File: src/pcr_consts.vh
// Constants for the protocol configuration register bank
`ifndef PCR_CONSTS_VH
`define PCR_CONSTS_VH
`define PCR_ADDR_NETMGMT_VECTOR_BYTES 8'h3E
`define PCR_ADDR_SYNC_FRAME_ID 8'h94
`define PCR_ADDR_SYNCH 8'h96
`define PCR_ADDR_GTICK 8'hAE
`define PCR_ADDR_TSS 8'hBA
`define PCR_ADDR_CSM 8'hC0
`define PCR_ADDR_MOC 8'hDA
`define PCR_ADDR_MRC 8'hDC
`define PCR_ADDR_STAT 8'hE4
`define PCR_SYNC_FRAME_ID_RESET 16'h0000
`define PCR_SUP_BIT 15
`define PCR_NETMGMT_VECTOR_BYTES_MASK 16'h000F
`define PCR_SYNC_FRAME_ID_MASK 16'h87FF
`define PCR_CRC_MASK 16'h07FF
`define PCR_GTICK_MASK 16'h001F
`endif

File: src/pcr_config_bank.v
// Protocol configuration register bank with its consumers
//
// Design decision made here: strobed register access.
`timescale 1ns/1ps
`default_nettype none
`include "pcr_consts.vh"
module pcr_config_bank #(
  parameter AW = 8
) (
  input wire clock_in,
  input wire nrst_in,
  input wire [AW-1:0] addr_in,
  input wire [15:0] wdata_in,
  input wire wr_in,
  input wire rd_in,
  output reg [15:0] rdata_out,
  input wire config_state_in,
  input wire [15:0] int_offset_in,
  input wire [15:0] int_rate_in,
  input wire [15:0] ext_offset_in,
  input wire [15:0] ext_rate_in,
  input wire ext_sel_in,
  output reg [15:0] offset_corr_out,
  output reg [15:0] rate_corr_out,
  input wire cs_attempt_in,
  input wire cs_response_in,
  output reg cs_allowed_out,
  output reg cs_listen_out,
  output reg [7:0] start_seq_tx_length_out,
  output reg [7:0] start_seq_rx_max_length_out,
  output reg [3:0] netmgmt_vector_bytes_out,
  output reg [10:0] sync_frame_id_out,
  output reg sync_enable_out,
  output reg startup_node_flag_out,
  input wire [10:0] buf_frame_id_in,
  input wire [10:0] buf_crc_in,
  input wire buf_sync_sel_in,
  output reg [10:0] hdr_crc_out,
  input wire microtick_in,
  output reg guardian_tick_out
);
  reg [15:0] netmgmt_vector_bytes_q, sync_frame_id_q, synch_q, gtick_q, tss_q, csm_q, moc_q, mrc_q;
  reg [15:0] cs_count_q;
  reg cs_lock_q;
  reg cfg_prev_q;
  reg [4:0] tick_cnt_q;
  wire wr_ok;
  wire [15:0] cs_limit;
  wire [4:0] tick_period;

  // Signed magnitude clamp, two's complement correction value
  function [15:0] clamp;
    input [15:0] v;
    input [15:0] lim;
    reg [15:0] mag;
    begin
      mag = v[15] ? (~v + 16'h0001) : v;
      if (mag > lim)
        clamp = v[15] ? (~lim + 16'h0001) : lim;
      else
        clamp = v;
    end
  endfunction

  assign wr_ok = wr_in & config_state_in;
  assign cs_limit = csm_q & 16'h7FFF;
  assign tick_period = gtick_q[4:0];

  always @(posedge clock_in or negedge nrst_in)
  begin
    if (!nrst_in)
    begin
      netmgmt_vector_bytes_q <= 16'h0000;
      sync_frame_id_q <= `PCR_SYNC_FRAME_ID_RESET;
      synch_q <= 16'h0000;
      gtick_q <= 16'h0000;
      tss_q <= 16'h0000;
      csm_q <= 16'h0000;
      moc_q <= 16'h0000;
      mrc_q <= 16'h0000;
    end
    else if (wr_ok)
    begin
      case (addr_in)
        `PCR_ADDR_NETMGMT_VECTOR_BYTES: netmgmt_vector_bytes_q <= wdata_in & `PCR_NETMGMT_VECTOR_BYTES_MASK;
        `PCR_ADDR_SYNC_FRAME_ID: sync_frame_id_q <= wdata_in & `PCR_SYNC_FRAME_ID_MASK;
        `PCR_ADDR_SYNCH: synch_q <= wdata_in & `PCR_CRC_MASK;
        `PCR_ADDR_GTICK: gtick_q <= wdata_in & `PCR_GTICK_MASK;
        `PCR_ADDR_TSS: tss_q <= wdata_in;
        `PCR_ADDR_CSM: csm_q <= wdata_in;
        `PCR_ADDR_MOC: moc_q <= wdata_in;
        `PCR_ADDR_MRC: mrc_q <= wdata_in;
        default: netmgmt_vector_bytes_q <= netmgmt_vector_bytes_q;
      endcase
    end
  end

  always @(posedge clock_in or negedge nrst_in)
  begin
    if (!nrst_in)
      rdata_out <= 16'h0000;
    else if (rd_in)
    begin
      case (addr_in)
        `PCR_ADDR_NETMGMT_VECTOR_BYTES: rdata_out <= netmgmt_vector_bytes_q;
        `PCR_ADDR_SYNC_FRAME_ID: rdata_out <= sync_frame_id_q;
        `PCR_ADDR_SYNCH: rdata_out <= synch_q;
        `PCR_ADDR_GTICK: rdata_out <= gtick_q;
        `PCR_ADDR_TSS: rdata_out <= tss_q;
        `PCR_ADDR_CSM: rdata_out <= csm_q;
        `PCR_ADDR_MOC: rdata_out <= moc_q;
        `PCR_ADDR_MRC: rdata_out <= mrc_q;
        `PCR_ADDR_STAT: rdata_out <= cs_count_q;
        default: rdata_out <= 16'h0000;
      endcase
    end
    else
      rdata_out <= 16'h0000;
  end

  // Clock correction outputs
  always @(posedge clock_in or negedge nrst_in)
  begin
    if (!nrst_in)
    begin
      offset_corr_out <= 16'h0000;
      rate_corr_out <= 16'h0000;
    end
    else if (ext_sel_in)
    begin
      offset_corr_out <= ext_offset_in;
      rate_corr_out <= ext_rate_in;
    end
    else
    begin
      offset_corr_out <= clamp(int_offset_in, moc_q);
      rate_corr_out <= clamp(int_rate_in, mrc_q);
    end
  end

  // Coldstart attempt budget
  always @(posedge clock_in or negedge nrst_in)
  begin
    if (!nrst_in)
    begin
      cs_count_q <= 16'h0000;
      cs_lock_q <= 1'b0;
      cfg_prev_q <= 1'b0;
      cs_allowed_out <= 1'b0;
      cs_listen_out <= 1'b0;
    end
    else
    begin
      cfg_prev_q <= config_state_in;
      if (cfg_prev_q & ~config_state_in)
      begin
        cs_count_q <= 16'h0000;
        cs_lock_q <= 1'b0;
      end
      else if (cs_response_in)
        cs_count_q <= 16'h0000;
      else if (cs_attempt_in & ~cs_lock_q & (cs_count_q < cs_limit))
      begin
        cs_count_q <= cs_count_q + 16'h0001;
        if (cs_count_q + 16'h0001 >= cs_limit)
          cs_lock_q <= 1'b1;
      end
      cs_allowed_out <= ~config_state_in & ~cs_lock_q & (cs_limit != 16'h0000) &
        sync_frame_id_q[`PCR_SUP_BIT];
      cs_listen_out <= cs_lock_q;
    end
  end

  // Static configuration fields and header CRC selection
  always @(posedge clock_in or negedge nrst_in)
  begin
    if (!nrst_in)
    begin
      start_seq_tx_length_out <= 8'h00;
      start_seq_rx_max_length_out <= 8'h00;
      netmgmt_vector_bytes_out <= 4'h0;
      sync_frame_id_out <= 11'h000;
      sync_enable_out <= 1'b0;
      startup_node_flag_out <= 1'b0;
      hdr_crc_out <= 11'h000;
    end
    else
    begin
      start_seq_tx_length_out <= tss_q[7:0];
      start_seq_rx_max_length_out <= tss_q[15:8];
      netmgmt_vector_bytes_out <= netmgmt_vector_bytes_q[3:0];
      sync_frame_id_out <= sync_frame_id_q[10:0];
      sync_enable_out <= (sync_frame_id_q[10:0] != 11'h000);
      startup_node_flag_out <= sync_frame_id_q[`PCR_SUP_BIT];
      if (buf_sync_sel_in && sync_frame_id_q[10:0] != 11'h000 && buf_frame_id_in == sync_frame_id_q[10:0])
        hdr_crc_out <= synch_q[10:0];
      else
        hdr_crc_out <= buf_crc_in;
    end
  end

  // Guardian tick: one microtick high per period
  always @(posedge clock_in or negedge nrst_in)
  begin
    if (!nrst_in)
    begin
      tick_cnt_q <= 5'h00;
      guardian_tick_out <= 1'b0;
    end
    else if (microtick_in)
    begin
      if (tick_cnt_q + 5'h01 >= tick_period)
      begin
        tick_cnt_q <= 5'h00;
        guardian_tick_out <= (tick_period != 5'h00);
      end
      else
      begin
        tick_cnt_q <= tick_cnt_q + 5'h01;
        guardian_tick_out <= 1'b0;
      end
    end
    else
      guardian_tick_out <= 1'b0;
  end
endmodule // pcr_config_bank
`default_nettype wire

File: config.mk
export PLATFORM = sky130hd
export DESIGN_NAME = pcr_config_bank
export DESIGN_NICKNAME = d
export VERILOG_FILES = /design/src/pcr_config_bank.v
export VERILOG_INCLUDE_DIRS = /design/src
export SDC_FILE = /design/constraint.sdc
export NUM_CORES = 1
export LEC_CHECK = 0
export ABC_AREA = 1
export BUFFER_PORTS_ARGS = -buffer_cell sky130_fd_sc_hd__buf_2
export CORE_MARGIN = 5
export CORE_UTILIZATION = 55
export CTS_CLUSTER_DIAMETER = 60
export DETAILED_ROUTE_END_ITERATION = 10
export PLACE_DENSITY = 0.9
export SYNTH_ARGS = -nofsm -noshare
export SYNTH_HDL_FRONTEND = slang
export SYNTH_SLANG_ARGS = --single-unit
export TNS_END_PERCENT = 50
File: constraint.sdc
create_clock -name clock_in -period 2.8 [get_ports clock_in]
set_clock_uncertainty 0.05 [all_clocks]
set_input_delay 0.56 -clock clock_in [delete_from_list [all_inputs] [get_ports clock_in]]
set_output_delay 0.56 -clock clock_in [all_outputs]
set_load 0.005 [all_outputs]
[Word level (Yosys, flattened, before mapping)]
Index checks and enable logic that the tools add are counted.
Storage, ports and cells
  register bits: 214
  bits of input ports: 120
  output and inout port bits: 95
  logic and storage cells: 98
Cells by class
  add/subtract/negate cells: 6
  $lt $le $gt $ge: 5
  equal/unequal tests: 11
  muxes and demuxes: 21
  bitwise gates (word level): 13
  reductions and logical operators: 17
Operator list (number)
  $mux W16: 12
  $pmux W16 S9: 1
  $add A16 B1 Y16 const B: 5
  $eq A8 B8 Y1 const B: 8
  $not A16 Y16: 4
  $gt A16 B16 Y1: 2
  $ge A16 B15 Y1: 1
  $lt A16 B15 Y1: 1
  $reduce_and A2 Y1: 8
  $reduce_bool A16 Y1: 1
  $eq A11 B11 Y1: 1
  $mux W11: 1
  $reduce_bool A11 Y1: 1
  $eq A8 B6 Y1 const B: 1
  $and A1 B1 Y1: 7
  $mux W1: 6
  $add A5 B1 Y5 const B: 1
  $ge A5 B5 Y1: 1
  $mux W5: 1
  $reduce_bool A5 Y1: 1
  $reduce_bool A2 Y1: 2
  $reduce_and A3 Y1: 1
  $reduce_bool A3 Y1: 1
  $logic_and A1 B1 Y1: 2
  other kinds (2): 3

[Longest topological paths before layout]
  word-level depth: 6
  mapped depth: 22
  gate-level depth less buffers: 22

[Worst setup path before layout]
Ideal clock, no wire load.
  path type: in2reg
  start point: input int_rate_in[0]
  end point: register rate_corr_out[10]
  library setup time: 0.118 ns
  data arrival time: 2.779 ns
  required time: 2.632 ns
  slack: -0.147 ns
  cell stages on the path: 21
  path buffers: 1
  cells stage by stage: inv_1 ha_1 inv_1 nor3_1 nand3_1 nor2_1 nand3_1 nand2_1 nand2_1 xor2_1 ha_1 nand2_1 nor2_1 nand4_1 nor2_1 inv_2 nand2_2 buf_2 nand2_1 nand3_1 nand2_1
Between the ends
  longest elaborated chain between the ends: 6
Ends and longest elaborated chain
  from (decl): line pcr_config_bank.v:19  | input wire [15:0] int_rate_in,
  $not A16 Y16: line pcr_config_bank.v:57  | mag = v[15] ? (~v + 16'h0001) : v;
  $add A16 B1 Y16: line pcr_config_bank.v:57
  $mux W16 *: line pcr_config_bank.v:57
  $gt A16 B16 Y1 *: line pcr_config_bank.v:58  | if (mag > lim)
  $mux W16 *: line pcr_config_bank.v:58
  $mux W16 *: line pcr_config_bank.v:129  | else if (ext_sel_in)
  to (signal assigned): line pcr_config_bank.v:132  | rate_corr_out <= ext_rate_in;
  to (signal assigned): line pcr_config_bank.v:137  | rate_corr_out <= clamp(int_rate_in, mrc_q);
  to (decl): line pcr_config_bank.v:24  | output reg [15:0] rate_corr_out,
Mark *: on every way between the ends. The rest lies on a longest branch, timed or not.
A chain may end at the register's enable or synchronous reset.

[Worst setup path in the final report]
  start point: input int_rate_in[1]
  end point: register rate_corr_out[9]
The elaborated chain is that of the path after synthesis.

==> results_dict.tcl <==
set metrics [dict create \
    outcome "finished, final reports clean" \
    yosysSeqAreaShare_pct 43.9 \
    fin_nets 2035 \
    area.sequential_um2 5360 \
    placement_row_count 54 \
    worst_skew_pair.late_latency_ps 540 \
    cp_cell_sequence "buf_8 -> inv_6 -> ha_4 -> inv_4 -> nor3_4 -> nand3_2 -> nor2_4 -> nand3_2 -> o21ai_1 -> xor2_1 -> ha_1 -> nand2_1 -> nor2_4 -> buf_4 -> a21oi_2 -> nand2_4 -> nand2_4 -> nand2_1 -> nand3_1 -> nand2_1" \
    worst-setup-path-type "primary input to flip-flop" \
    critPathLaunchType "primary input" \
    die_area_um2 25300 \
    timing_max_transition_violations_final 0 \
    filler_cell_count 1618 \
    wire_length_of_the_first_global_routing_pass_mm 60.1 \
    clock_tree.htree_level_count 1 \
    ctsRootBufferMaster "sky130_fd_sc_hd__clkbuf_16" \
    rr_worst_depth 13 \
    cellLeakagePower_nw 7.94 \
    post_synth_inst_count 1592 \
    synth-warning-count 0 \
    hold_viol 0 \
    worst_path_dominant_cell_family "simple AND/OR/NAND/NOR gates" \
    number_of_global_route_vias_before_repair 12000 \
    cellPowerDensity_nw_per_um2 532 \
    io_buffer_count 214 \
    worst_path_most_repeated_cell "sky130_fd_sc_hd__nand2_1" \
    ir_drop_uv 428 \
    dp.final_hpwl_mm 27.9 \
    area.growth.synth_to_final_pct 22.7 \
    whs_path_depth 1 \
    tritoncts "built" \
    globalRouteTotalUtil_pct 28.5 \
    synth_nets 1785 \
    fmax_mhz 362 \
    grt_remaining_overflow 0 \
    crit_path_top_delay_cell "sky130_fd_sc_hd__ha_1" \
    cts_num_sinks 214 \
    final_period_minus_worst_setup_slack_ps 2760 \
    report.power.total_mw 7.96 \
    clock_tree.buffer_depth 3 \
    multiInputGateArea_um2 6070 \
    share_of_the_clock_period_used_by_the_worst_path_after_layout_pct 98.6 \
    wl_mm 38.7 \
    timing_worst_slew_pin_value_ps 666 \
    tritoncts.num_buffers 25 \
    maximum_number_of_pins_on_one_net_before_global_route_repair 59 \
    avgSynthCellArea_um2 7.66 \
    die_y_um 159 \
    detail_route.drc_violations 0 \
    worstPathBufferInverterCount 4 \
    wl_per_cell_um 18.1 \
    clk_pin_slew_worst_paths_ps 60 \
    dr_total_vias 12300 \
    critical_path.endpoint_type "flip-flop" \
    core_area_um2 21800 \
    cp_slowest_stage_delay_ps 250 \
    number_of_library_cell_types_mapped_by_synthesis 37 \
    vias_per_cell 5.76 \
    hold_class "primary input to flip-flop" \
    grt_antenna_before_repair 0 \
    starting_density_pct 55.9 \
    number_of_synthesized_register_bits 214 \
    holdWs_ps 143 \
    boundaryPins 215 \
    cp_data_arrival_time_ps 3120 \
    cp_max_fo 8 \
    fp.dieW_um 159 \
    drtIter0Drc 1503 \
    finalWeightedCongestion 0.958 \
    route.antenna.remaining_nets 0 \
    drt_pass1_iterations 6 \
    post_route_cells_drive_above_1_share_pct 19.7 \
    cp.depth 20 \
    max_cap_viol_count 0 \
    setup_viol 0 \
    synth_area_um2 12200 \
    max_slew_margin_pct 55.5 \
    critical_path_required_ps 3160 \
]
-- cell usage after synthesis, drive strengths merged --
library cell	n	share of area [%]
a21o	4	0.25
a21oi	55	2.3
a22o	1	0.072
and2	1	0.051
and3	1	0.051
buf	18	0.71
clkbuf	30	0.93
dfrtp	214	44
ha	73	7.5
inv	203	6.2
nand2	464	14
nand3	98	4.1
nand3b	9	0.55
nand4	28	1.4
nor2	116	3.7
nor3	14	0.79
nor4	7	0.36
o2111ai	1	0.072
o211ai	1	0.062
o21a	1	0.062
o21ai	157	6.5
o22ai	37	1.9
o31ai	1	0.062
or2	3	0.15
xnor2	4	0.29
xor2	51	3.7
-- final timing paths --
check                                                       from                                    end  slack, ps
setup reg to reg                       cs_count_q[2]$_DFFE_PN0P_                  cs_lock_q$_DFFE_PN0P_        230
min in group asynchronous                                nrst_in  netmgmt_vector_bytes_out[1]$_DFF_PN0_        510
hold reg to reg            netmgmt_vector_bytes_q[1]$_DFFE_PN0P_  netmgmt_vector_bytes_out[1]$_DFF_PN0_        330
max in group asynchronous                                nrst_in           offset_corr_out[6]$_DFF_PN0_       1420
hold / removal                                   config_state_in                   cfg_prev_q$_DFF_PN0_        140
setup / recovery                                  int_rate_in[1]             rate_corr_out[9]$_DFF_PN0_         40
-- where the power goes --
group,switching [mW],internal (mW),leakage (nW),total (mW)
Clock,1.36,1.92,0.400,3.29
Combinational,0.841,0.520,4.68,1.36
Sequential,0.0798,3.23,2.86,3.31
-- sequential cells by signal (all words and copies together), names as in the netlist, 11 cells and up --
register	cells
cs_count_q	16
csm_q	16
hdr_crc_out	11
moc_q	16
mrc_q	16
offset_corr_out	16
rate_corr_out	16
rdata_out	16
sync_frame_id_out	11
sync_frame_id_q	12
synch_q	11
tss_q	16
-- layer usage --
metal | track usage, % | wire length, um | up-vias
li1 | - | - | 5645
met1 | 35.4 | 14400 | 5751
met2 | 48.6 | 18500 | 752
met3 | 5.83 | 3780 | 177
met4 | 11.9 | 2030 | 0
met5 | 0 | 0 | -
-- worst register-to-register path: stages, from the launching register on --
cell                      delay, ps
sky130_fd_sc_hd__dfrtp_1        500
sky130_fd_sc_hd__nand4_1        210
sky130_fd_sc_hd__or2_1          300
sky130_fd_sc_hd__nor2_2         140
sky130_fd_sc_hd__nand2_1         80
sky130_fd_sc_hd__xor2_1         230
sky130_fd_sc_hd__ha_1           290
sky130_fd_sc_hd__a21o_1         180
sky130_fd_sc_hd__a21oi_1        130
sky130_fd_sc_hd__nand2_1         90
sky130_fd_sc_hd__nor2_1          90
sky130_fd_sc_hd__nand2_1         50
sky130_fd_sc_hd__nand2_1         60
sky130_fd_sc_hd__nand2_1         50
-- stage by stage --
| stage | setup WS (ps) | std cells | util (%) | instance area (um2) | TNS (ps) |
|---|---|---|---|---|---|
| 2_1_floorplan | -0.195 | 1592 | - | 12200 | -0.366 |
| 3_3_place_gp | -372 | 2088 | 63.6 | 13900 | -9710 |
| 3_5_place_dp | -434 | 2088 | 63.6 | 13900 | -13180 |
| 4_1_cts | 68.9 | 2133 | 67.4 | 14700 | 0 |
| 5_1_grt | -117 | 2139 | 68.6 | 15000 | -693 |
| 6_report | 40.0 | 2140 | 68.6 | 15000 | 0 |
-- placed cells by master (no fill, tap or decap), drive strengths merged --
cell type and count:
dlygate4sd3 1, xnor2 4, bufinv 2, and3 1, clkinvlp 2, a21oi 55
o22ai 37, nor2 116, nor3 14, xor2 51, diode 1, nand4 28
o21ai 157, inv 207, nand2 465, clkbuf 34, o2111ai 1, o211ai 1
a21o 4, nand3 98, and2 1, clkinv 4, dfrtp 214, nand3b 9
or2 3, ha 73, o21a 1, o31ai 1, nor4 7, buf 267
a22o 1
-- logic make-up (layout without fill, tap and decap cells) --
logic type | Yosys count | count (layout) | share of synthesized area [%]
buffers and inverters | 251 | 517 | 7.89
adder cells (fa/ha/maj) | 73 | 73 | 7.49
AND/OR/NAND/NOR | 741 | 742 | 25.6
other | 0 | 1 | 0
XOR/XNOR | 55 | 55 | 3.95
AO/OA/AOI/OAI | 258 | 258 | 11.2
flip-flops | 214 | 214 | 43.9
-- what timing repair did --
item | in CTS | in global routing
hold endpoints to repair | 50 | 0
setup buffers | 0 | 4
endpoints found under the setup margin | 0 | 32
resized for setup | 0 | 54
hold buffers | 1 | 0
-- final cells by class --
type,instances,area share [%]
Clock inverter,12,0.928
Tap cell,280,2.34
Antenna cell,1,0.0167
Timing Repair Buffer,270,10.7
Sequential cell,214,35.8
Clock buffer,32,4.56
Multi-Input combinational cell,1128,40.5
Inverter,203,5.16
No activity file was read; power rests on OpenSTA's default activity.
